### src/logic/synth_ctl_pkg.sv
`default_nettype none
package synth_ctl_pkg;
   // enhancement control bit positions
   localparam int unsigned ENH_WIDTH = 8;
   localparam int unsigned ENH_RSVD0_BIT = 0;
   localparam int unsigned ENH_RSVD1_BIT = 1;
   localparam int unsigned ENH_RSVD2_BIT = 2;
   localparam int unsigned ENH_POWER_DOWN_BIT = 3;
   localparam int unsigned ENH_MODSEL_OUT_BIT = 4;
   localparam int unsigned ENH_COUNTER_LOAD_BIT = 5;
   localparam int unsigned ENH_PRESC_OUT_BIT = 6;
   localparam int unsigned ENH_DIV_OUT_OFF_BIT = 7;
   localparam logic [7:0] ENH_RESET = 8'h00;
   // pin synchroniser layout
   localparam int unsigned SYNC_STAGES = 2;
   localparam int unsigned PIN_MAIN = 0;
   localparam int unsigned PIN_REF = 1;
   localparam int unsigned PIN_WRITE = 2;
   localparam int unsigned PIN_MODSEL = 3;
   localparam int unsigned PIN_PRESC = 4;
   localparam int unsigned PIN_ENH_N = 5;
   localparam int unsigned PIN_DATA_LSB = 6;
   localparam int unsigned PIN_COUNT = PIN_DATA_LSB + ENH_WIDTH;
   localparam logic [PIN_COUNT-1:0] SYNC_RESET = 14'h0000;
   localparam logic [PIN_COUNT-1:0] SYNC_IDLE = 14'h0020;

   typedef enum logic [1:0] {
      PFD_IDLE = 2'b00,
      PFD_UP = 2'b01,
      PFD_DOWN = 2'b10
   } pfd_state_e;
endpackage : synth_ctl_pkg
`default_nettype wire
### src/logic/pfd_if.sv
`default_nettype none
interface pfd_if;
   logic main_rise;
   logic ref_rise;
   logic enable;
   logic up;
   logic down;
   modport det (input main_rise, input ref_rise, input enable, output up, output down);
   modport ctl (output main_rise, output ref_rise, output enable, input up, input down);
endinterface : pfd_if
`default_nettype wire

### src/logic/phase_freq_detector.sv
`default_nettype none
module phase_freq_detector
(
   input wire logic clk_sys_i,
   input wire logic rst_n_i,
   pfd_if.det pfd
);
   synth_ctl_pkg::pfd_state_e state;
   synth_ctl_pkg::pfd_state_e next_state;

   // a lead holds its request until the lagging edge arrives, so width tracks offset
   always_comb
   begin
      next_state = state;
      if (!pfd.enable)
      begin
         next_state = synth_ctl_pkg::PFD_IDLE;
      end
      else
      begin
         case (state)
            synth_ctl_pkg::PFD_IDLE:
            begin
               if (pfd.main_rise && !pfd.ref_rise)
               begin
                  next_state = synth_ctl_pkg::PFD_DOWN;
               end
               else if (pfd.ref_rise && !pfd.main_rise)
               begin
                  next_state = synth_ctl_pkg::PFD_UP;
               end
            end
            synth_ctl_pkg::PFD_UP:
            begin
               if (pfd.main_rise)
               begin
                  next_state = synth_ctl_pkg::PFD_IDLE;
               end
            end
            synth_ctl_pkg::PFD_DOWN:
            begin
               if (pfd.ref_rise)
               begin
                  next_state = synth_ctl_pkg::PFD_IDLE;
               end
            end
            default:
            begin
               next_state = synth_ctl_pkg::PFD_IDLE;
            end
         endcase
      end
   end

   always_ff @(posedge clk_sys_i)
   begin
      if (!rst_n_i)
      begin
         state <= synth_ctl_pkg::PFD_IDLE;
      end
      else
      begin
         state <= next_state;
      end
   end

   assign pfd.up = (state == synth_ctl_pkg::PFD_UP);
   assign pfd.down = (state == synth_ctl_pkg::PFD_DOWN);
endmodule : phase_freq_detector
`default_nettype wire

### src/logic/synth_control.sv
`default_nettype none
// Operation
// - enhancement bits active when set high
// - power down stops all but programming
// - bit 4 routes modulus select out
// - bit 5 reloads counters continuously
// - bit 6 routes prescaler output out
// - bits act only while enable low
// - detector acts on both rising edges
// - main lead pulses down output low
// - reference lead pulses up output low
// - pulse width follows phase offset
// - integration node is NAND of pulses
// - lock indicator is AND of pulses
module synth_control
(
   input wire logic clk_sys_i,
   input wire logic rst_n_i,
   input wire logic divided_main_clock_i,
   input wire logic divided_reference_clock_i,
   input wire logic enh_write_i,
   input wire logic [7:0] enh_data_i,
   input wire logic enh_enable_n_i,
   input wire logic modulus_select_i,
   input wire logic prescaler_out_i,
   output logic pump_up_pulse_n_o,
   output logic pump_down_pulse_n_o,
   output logic integration_node_o,
   output logic lock_indicator_o,
   output logic test_out_o,
   output logic divided_main_clock_o,
   output logic divided_reference_clock_o,
   output logic div_clock_oe_o,
   output logic power_down_o,
   output logic counter_load_o
);
   localparam int unsigned NPIN = synth_ctl_pkg::PIN_COUNT;

   logic [NPIN-1:0] pins_raw;
   logic [NPIN-1:0] pins_meta;
   logic [NPIN-1:0] pins_sync;
   logic main_sync;
   logic ref_sync;
   logic write_sync;
   logic modsel_sync;
   logic presc_sync;
   logic enh_n_sync;
   logic [7:0] data_sync;
   logic main_prev;
   logic ref_prev;
   logic write_prev;
   logic write_rise;
   logic [7:0] enhancement_control;
   logic [7:0] enh_eff;
   logic pd_eff;
   logic modsel_sel;
   logic presc_sel;
   logic div_off;
   logic load_sel;

   pfd_if pfd ();

   assign pins_raw = {enh_data_i, enh_enable_n_i, prescaler_out_i, modulus_select_i,
                      enh_write_i, divided_reference_clock_i, divided_main_clock_i};

   // two-stage synchronisers, one per pin
   genvar gi;
   generate
      for (gi = 0; gi < NPIN; gi++)
      begin : g_sync
         always_ff @(posedge clk_sys_i)
         begin
            if (!rst_n_i)
            begin
               pins_meta[gi] <= synth_ctl_pkg::SYNC_IDLE[gi];
               pins_sync[gi] <= synth_ctl_pkg::SYNC_IDLE[gi];
            end
            else
            begin
               pins_meta[gi] <= pins_raw[gi];
               pins_sync[gi] <= pins_meta[gi];
            end
         end
      end
   endgenerate

   assign main_sync = pins_sync[synth_ctl_pkg::PIN_MAIN];
   assign ref_sync = pins_sync[synth_ctl_pkg::PIN_REF];
   assign write_sync = pins_sync[synth_ctl_pkg::PIN_WRITE];
   assign modsel_sync = pins_sync[synth_ctl_pkg::PIN_MODSEL];
   assign presc_sync = pins_sync[synth_ctl_pkg::PIN_PRESC];
   assign enh_n_sync = pins_sync[synth_ctl_pkg::PIN_ENH_N];
   assign data_sync = pins_sync[synth_ctl_pkg::PIN_DATA_LSB +: synth_ctl_pkg::ENH_WIDTH];

   // edge history of the synchronised main, reference and write pins
   always_ff @(posedge clk_sys_i)
   begin
      if (!rst_n_i)
      begin
         main_prev <= 1'b0;
         ref_prev <= 1'b0;
         write_prev <= 1'b0;
      end
      else
      begin
         main_prev <= main_sync;
         ref_prev <= ref_sync;
         write_prev <= write_sync;
      end
   end

   assign write_rise = write_sync && !write_prev;

   // the write strobe keeps working in power down
   always_ff @(posedge clk_sys_i)
   begin
      if (!rst_n_i)
      begin
         enhancement_control <= synth_ctl_pkg::ENH_RESET;
      end
      else if (write_rise)
      begin
         enhancement_control <= data_sync;
      end
   end

   // bits only count while the enable pin is low
   assign enh_eff = enh_enable_n_sync_gate(enhancement_control, enh_n_sync);

   function automatic logic [7:0] enh_enable_n_sync_gate(input logic [7:0] value,
                                                         input logic enable_n);
      logic [7:0] result;
      result = enable_n ? synth_ctl_pkg::ENH_RESET : value;
      // reserved positions carry no function
      result[synth_ctl_pkg::ENH_RSVD0_BIT] = 1'b0;
      result[synth_ctl_pkg::ENH_RSVD1_BIT] = 1'b0;
      result[synth_ctl_pkg::ENH_RSVD2_BIT] = 1'b0;
      return result;
   endfunction : enh_enable_n_sync_gate

   // each function is active on a one
   assign pd_eff = enh_eff[synth_ctl_pkg::ENH_POWER_DOWN_BIT];
   assign modsel_sel = enh_eff[synth_ctl_pkg::ENH_MODSEL_OUT_BIT];
   assign presc_sel = enh_eff[synth_ctl_pkg::ENH_PRESC_OUT_BIT];
   assign div_off = enh_eff[synth_ctl_pkg::ENH_DIV_OUT_OFF_BIT];
   assign load_sel = enh_eff[synth_ctl_pkg::ENH_COUNTER_LOAD_BIT];

   assign pfd.main_rise = main_sync && !main_prev;
   assign pfd.ref_rise = ref_sync && !ref_prev;
   assign pfd.enable = !pd_eff;

   phase_freq_detector u_pfd
   (
      .clk_sys_i(clk_sys_i),
      .rst_n_i(rst_n_i),
      .pfd(pfd.det)
   );

   // pump outputs, high while no request is pending
   always_ff @(posedge clk_sys_i)
   begin
      if (!rst_n_i)
      begin
         pump_up_pulse_n_o <= 1'b1;
         pump_down_pulse_n_o <= 1'b1;
      end
      else
      begin
         pump_up_pulse_n_o <= !pfd.up;
         pump_down_pulse_n_o <= !pfd.down;
      end
   end

   // integration node and lock track the same requests as the pumps
   always_ff @(posedge clk_sys_i)
   begin
      if (!rst_n_i)
      begin
         integration_node_o <= 1'b0;
         lock_indicator_o <= 1'b1;
      end
      else
      begin
         integration_node_o <= !(!pfd.up && !pfd.down);
         lock_indicator_o <= !pfd.up && !pfd.down;
      end
   end

   // test output, modulus select has priority over prescaler
   always_ff @(posedge clk_sys_i)
   begin
      if (!rst_n_i)
      begin
         test_out_o <= 1'b0;
      end
      else if (pd_eff)
      begin
         test_out_o <= 1'b0;
      end
      else if (modsel_sel)
      begin
         test_out_o <= modsel_sync;
      end
      else if (presc_sel)
      begin
         test_out_o <= presc_sync;
      end
      else
      begin
         test_out_o <= 1'b0;
      end
   end

   // divided clock outputs and their enable
   always_ff @(posedge clk_sys_i)
   begin
      if (!rst_n_i)
      begin
         div_clock_oe_o <= 1'b0;
         divided_main_clock_o <= 1'b0;
         divided_reference_clock_o <= 1'b0;
      end
      else
      begin
         div_clock_oe_o <= !div_off && !pd_eff;
         divided_main_clock_o <= main_sync && !div_off && !pd_eff;
         divided_reference_clock_o <= ref_sync && !div_off && !pd_eff;
      end
   end

   // power down and continuous counter load levels
   always_ff @(posedge clk_sys_i)
   begin
      if (!rst_n_i)
      begin
         power_down_o <= 1'b0;
         counter_load_o <= 1'b0;
      end
      else
      begin
         power_down_o <= pd_eff;
         counter_load_o <= load_sel && !pd_eff;
      end
   end
endmodule : synth_control
`default_nettype wire

### config.mk
export PLATFORM = sky130hd
export DESIGN_NAME = synth_control
export DESIGN_NICKNAME = d
export VERILOG_FILES = /design/src/logic/synth_ctl_pkg.sv /design/src/logic/pfd_if.sv /design/src/logic/phase_freq_detector.sv /design/src/logic/synth_control.sv
export SDC_FILE = /design/constraint.sdc
export NUM_CORES = 1
export LEC_CHECK = 0
export BUFFER_PORTS_ARGS = -buffer_cell sky130_fd_sc_hd__buf_2
export CAP_MARGIN = 40
export CORE_MARGIN = 8
export CORE_UTILIZATION = 35
export DETAILED_ROUTE_END_ITERATION = 10
export SLEW_MARGIN = 10
export SYNTH_ARGS = -nofsm -noshare
export SYNTH_HDL_FRONTEND = slang
export SYNTH_SLANG_ARGS = --single-unit
### constraint.sdc
create_clock -name clk_sys_i -period 2.2 [get_ports clk_sys_i]
set_input_delay 0.22 -clock clk_sys_i [delete_from_list [all_inputs] [get_ports clk_sys_i]]
set_output_delay 0.22 -clock clk_sys_i [all_outputs]
set_load 0.02 [all_outputs]
[After elaboration in Yosys (flattened, before gate mapping)]
Index checks and enable logic that the tools add are counted.
Operators by class
  multipliers: 0
  reductions and logical operators: 25
  shift operators: 0
  $add $sub $neg: 0
  muxes and demuxes: 8
  eq/ne operators: 5
  bitwise operators: 1
  order comparisons: 0
  divide/modulo/power cells: 0
Operators by type and width (count)
  $logic_and 1x1->1: 12
  $logic_not 1->1: 10
  $mux 2: 4
  $mux 8: 1
  $pmux 2 s3: 1
  $ne 2x1->1 const B: 2
  $ne 3x1->1 const B: 1
  $reduce_and 3->1: 1
  $eq 2x1->1 const B: 1
  $eq 2x2->1 const B: 1
  $logic_not 2->1: 1
  $mux 1: 2
  $reduce_or 2->1: 1
  $not 1->1: 1
Word-level totals
  bits in read-only memories: 0
  latch bits: 0
  word-level logic and storage cells: 82
  memory bits (writable): 0
  memories: 0
  register bits after elaboration: 51
  bits of input ports: 16

[Longest topological paths before layout]
  depth after elaboration: 7
  depth in mapped cells: 5
  mapped depth without buffers: 5

[Cells and area by module]
From an unflattened synthesis, not the netlist that was laid out.
Unflattened totals
  cells, all modules: 113
  area, all modules: 1328.8 µm²
Modules (own cells, without submodules)
  synth_control: seq. area each 800.8 µm², cells each 100, instances 1, area an instance 1201.2 µm²
  phase_freq_detector: seq. area each 40.0 µm², cells each 13, instances 1, area an instance 127.6 µm²

[Worst setup path after synthesis]
Ideal clock, no wire load.
  kind: flip-flop to flip-flop
  from: register u_pfd.state[0]
  to: register u_pfd.state[1]
  arrival time: 1.150 ns
  setup time: 0.101 ns
  cell stages (with the launch flop): 5
  data required time: 2.099 ns
  slack: 0.949 ns
  path through: dfxtp_1 > inv_1 > ha_1 > or4b_1 > o41ai_1
On the way
  longest elaborated chain between the ends: 3
Ends and longest elaborated chain
  from (decl): RTL line phase_freq_detector.sv:8  | synth_ctl_pkg::pfd_state_e state;
  from (signal assigned): RTL line phase_freq_detector.sv:59  | state <= synth_ctl_pkg::PFD_IDLE;
  from (signal assigned): RTL line phase_freq_detector.sv:63  | state <= next_state;
  $eq 2x2->1, or another cell as far along: RTL line phase_freq_detector.sv:21  | case (state)
  $ne 2x1->1 (no line) / $ne 3x1->1 (equally long branches)
  $reduce_and 3->1 (no line)
Several ways; a longest one is shown, not always the timed one.
A chain may end at the register's enable or synchronous reset.

[Final worst setup path]
Same ends and word-level chain as after synthesis.

==> flow_summary.yaml <==
power_and_ir_drop:
  vdd_ir_drop_max_v: 0.0003931
  power.leakage_nw: 0.6645
  p_total_mw: 1.423
  p_per_area_nw_per_um2: 907.4
logic_synthesis:
  async_flop_share_pct: 0
  syn_area_um2: 1297
  synth_edf_count: 0
  synth.largest_area_cell: "dfxtp_1"
  synth_cells: 115
  synth_nets: 134
  synth_cell_types: 20
  yosysTopAreaCellShare_pct: 64.80
  syn_avg_cell_area_um2: 11.28
  synthTopCellsByArea: "dfxtp_1 (65%), and2_1 (12%), nor2b_1 (3.9%)"
  synth_seq_area_share_pct: 64.80
  ys_ff_latch: 42
  yosys_warnings: 0
  synthTopCellsByCount: "dfxtp_1 (42), and2_1 (25), nor2b_1 (8), inv_1 (5), nand2_1 (5)"
  dominantRegCellSynth: "dfxtp_1"
  synth_most_common_cell: "dfxtp_1"
worst_hold_path:
  hold_class: "in2reg"
detailed_routing:
  first_pass_iters: 4
  viasPerCell: 4.211
  drcViolationCount: 0
  drt_iter0_drc: 23
  wirelength_mm: 1.920
  drtAntennaViolNets: 0
  wire_per_inst_um: 10.11
  num_vias: 800
clocking:
  tritoncts: "yes"
  ctsResizeCount: 0
  cts_root_buffer: "clkbuf_8"
  htreeDepth: 2
  worstSkewPairLatency_ps: 290
  cts-hold-fix-buffers: 0
  cts.sinks: 42
  clock_path_buffers: 2
  numCtsBuffers: 5
  cts_setup_buffers: 0
  cts.reportedPaths.clkPinSlew_ps: 80
critical_path:
  crit_path_max_fanout: 3
  worst-setup-path-type: "reg2reg"
  cp.required_ps: 2400
  worstPathArrival_ps: 1530
  endpoint_kind: "flip-flop"
  start_kind: "flip-flop"
sta:
  skew_ps: 6.846
  fin_crit_sh_pct: 60.76
  hold_violations: 0
  max_freq_ghz: 0.7481
  relSlewSlack_pct: 63.06
  tightest_slew_ps: 552.9
  setup_viol: 0
  tns_ps: 0
  finalMaxSlewViolations: 0
  rsz0062_at_grt: "false"
  finalCriticalPeriod_ps: 1337
  holdWs_ps: 103.9
flow_run:
  cap_violations: 0
floorplan:
  dieArea_um2: 5911
  die_height_um: 76.89
  fp.dieW_um: 76.89
  core_region_area_um2: 3606
  fp-row-count: 22
  ios: 26
  start_util_pct: 35.98
final_layout:
  diodes: 0
  syn_to_final_growth_pct: 20.83
  drive_gt1_share_pct: 22.54
  fillers: 362
  final_nets: 160
global_routing:
  grt_usage_pct: 7.283
  grt_pass1_vias: 788
  grt_max_degree: 26
  antenna_found_initial: 0
  grt_overflow: 0
  grt_pass1_wl_mm: 3.360
place:
  hpwl_mm: 1.381
  gp_congestion: 0.6608
  portBuffers: 22
status:
  status: "completed"
## flip-flops by register name (all words and copies together), names as in the netlist, 2 cells and up
signal and flops:
data_sync 5, enhancement_control 5, pins_meta 11, u_pfd.state 2
## stage by stage
stage	utilization, %	area (um2)	setup WS, ps	std cells
floorplan	-	1297	949.0	115
global placement	40.42	1458	918.7	182
detailed placement	40.42	1458	860.4	182
CTS	43.48	1568	844.3	190
global route	43.48	1568	754.5	190
finish	43.48	1568	863.2	190
## layout by cell type (no fill, tap or decap)
cell type and count:
a21oi_1 2, buf_4 1, mux2i_1 4, nor3_1 3
dfxtp_1 42, clkbuf_8 8, a221oi_1 1, ha_1 3
nor2b_1 8, o21ai_2 1, o41ai_1 1, or4b_1 1
nor2_1 4, o21ai_0 1, or2b_1 2, and2_1 25
nand2b_1 1, buf_2 22, nand2_1 5, inv_1 5
nor3b_1 2
## worst paths after layout
| kind | start | to | slack [ps] | cells after the start |
|---|---|---|---|---|
| max | u_pfd.state[0]$_SDFFE_PP0P_ | u_pfd.state[1]$_SDFFE_PP0P_ | 860 | 4 |
| min | enh_enable_n_i | pins_meta[5]$_SDFF_PN1_ | 100 | 2 |
| max reg2reg | u_pfd.state[0]$_SDFFE_PP0P_ | u_pfd.state[1]$_SDFFE_PP0P_ | 860 | 4 |
| min reg2reg | pins_meta[5]$_SDFF_PN1_ | enh_n_sync$_SDFF_PN1_ | 410 | 1 |
## routing by layer
layer	routed length (um)	global-route usage, %	up-vias	share of wire [%]
met1	798	7.015	360	42
met5	0	0	-	0
met3	172	4.196	5	9.0
met2	890	10.96	22	46
met4	59	6.346	0	3.1
li1	-	-	413	-
## cells by family (layout without fill, tap and decap cells)
logic type	count (synthesis)	in the layout	share of synthesized area, %
compound gates	6	6	3.182
fa+ha+maj	3	3	2.893
buf+inv	9	36	2.797
flops	42	42	64.80
mux	4	4	3.086
simple gates	51	51	23.24
## worst max-delay path, stage by stage (launching register included)
cell     delay (ps)
dfxtp_1         360
inv_1            70
ha_1            230
or4b_1          520
o41ai_1          70
## cell type report
| type | count | area, um2 | share of cell area [%] |
|---|---|---|---|
| sequential | 42 | 840.8 | 53.63 |
| clock buffer | 8 | 110.1 | 7.023 |
| multi-input combinational | 64 | 420.4 | 26.82 |
| inverter | 5 | 18.77 | 1.197 |
| tap | 48 | 60.06 | 3.831 |
| timing repair buffer | 23 | 117.6 | 7.502 |
## where the power goes
part / total, mW / internal, mW / leakage (nW) / switching (mW)
combinational: 0.0692 / 0.0340 / 0.262 / 0.0352
sequential: 0.796 / 0.788 / 0.345 / 0.00824
clock: 0.557 / 0.316 / 0.0575 / 0.240
(Power assumes the default switching activity.)
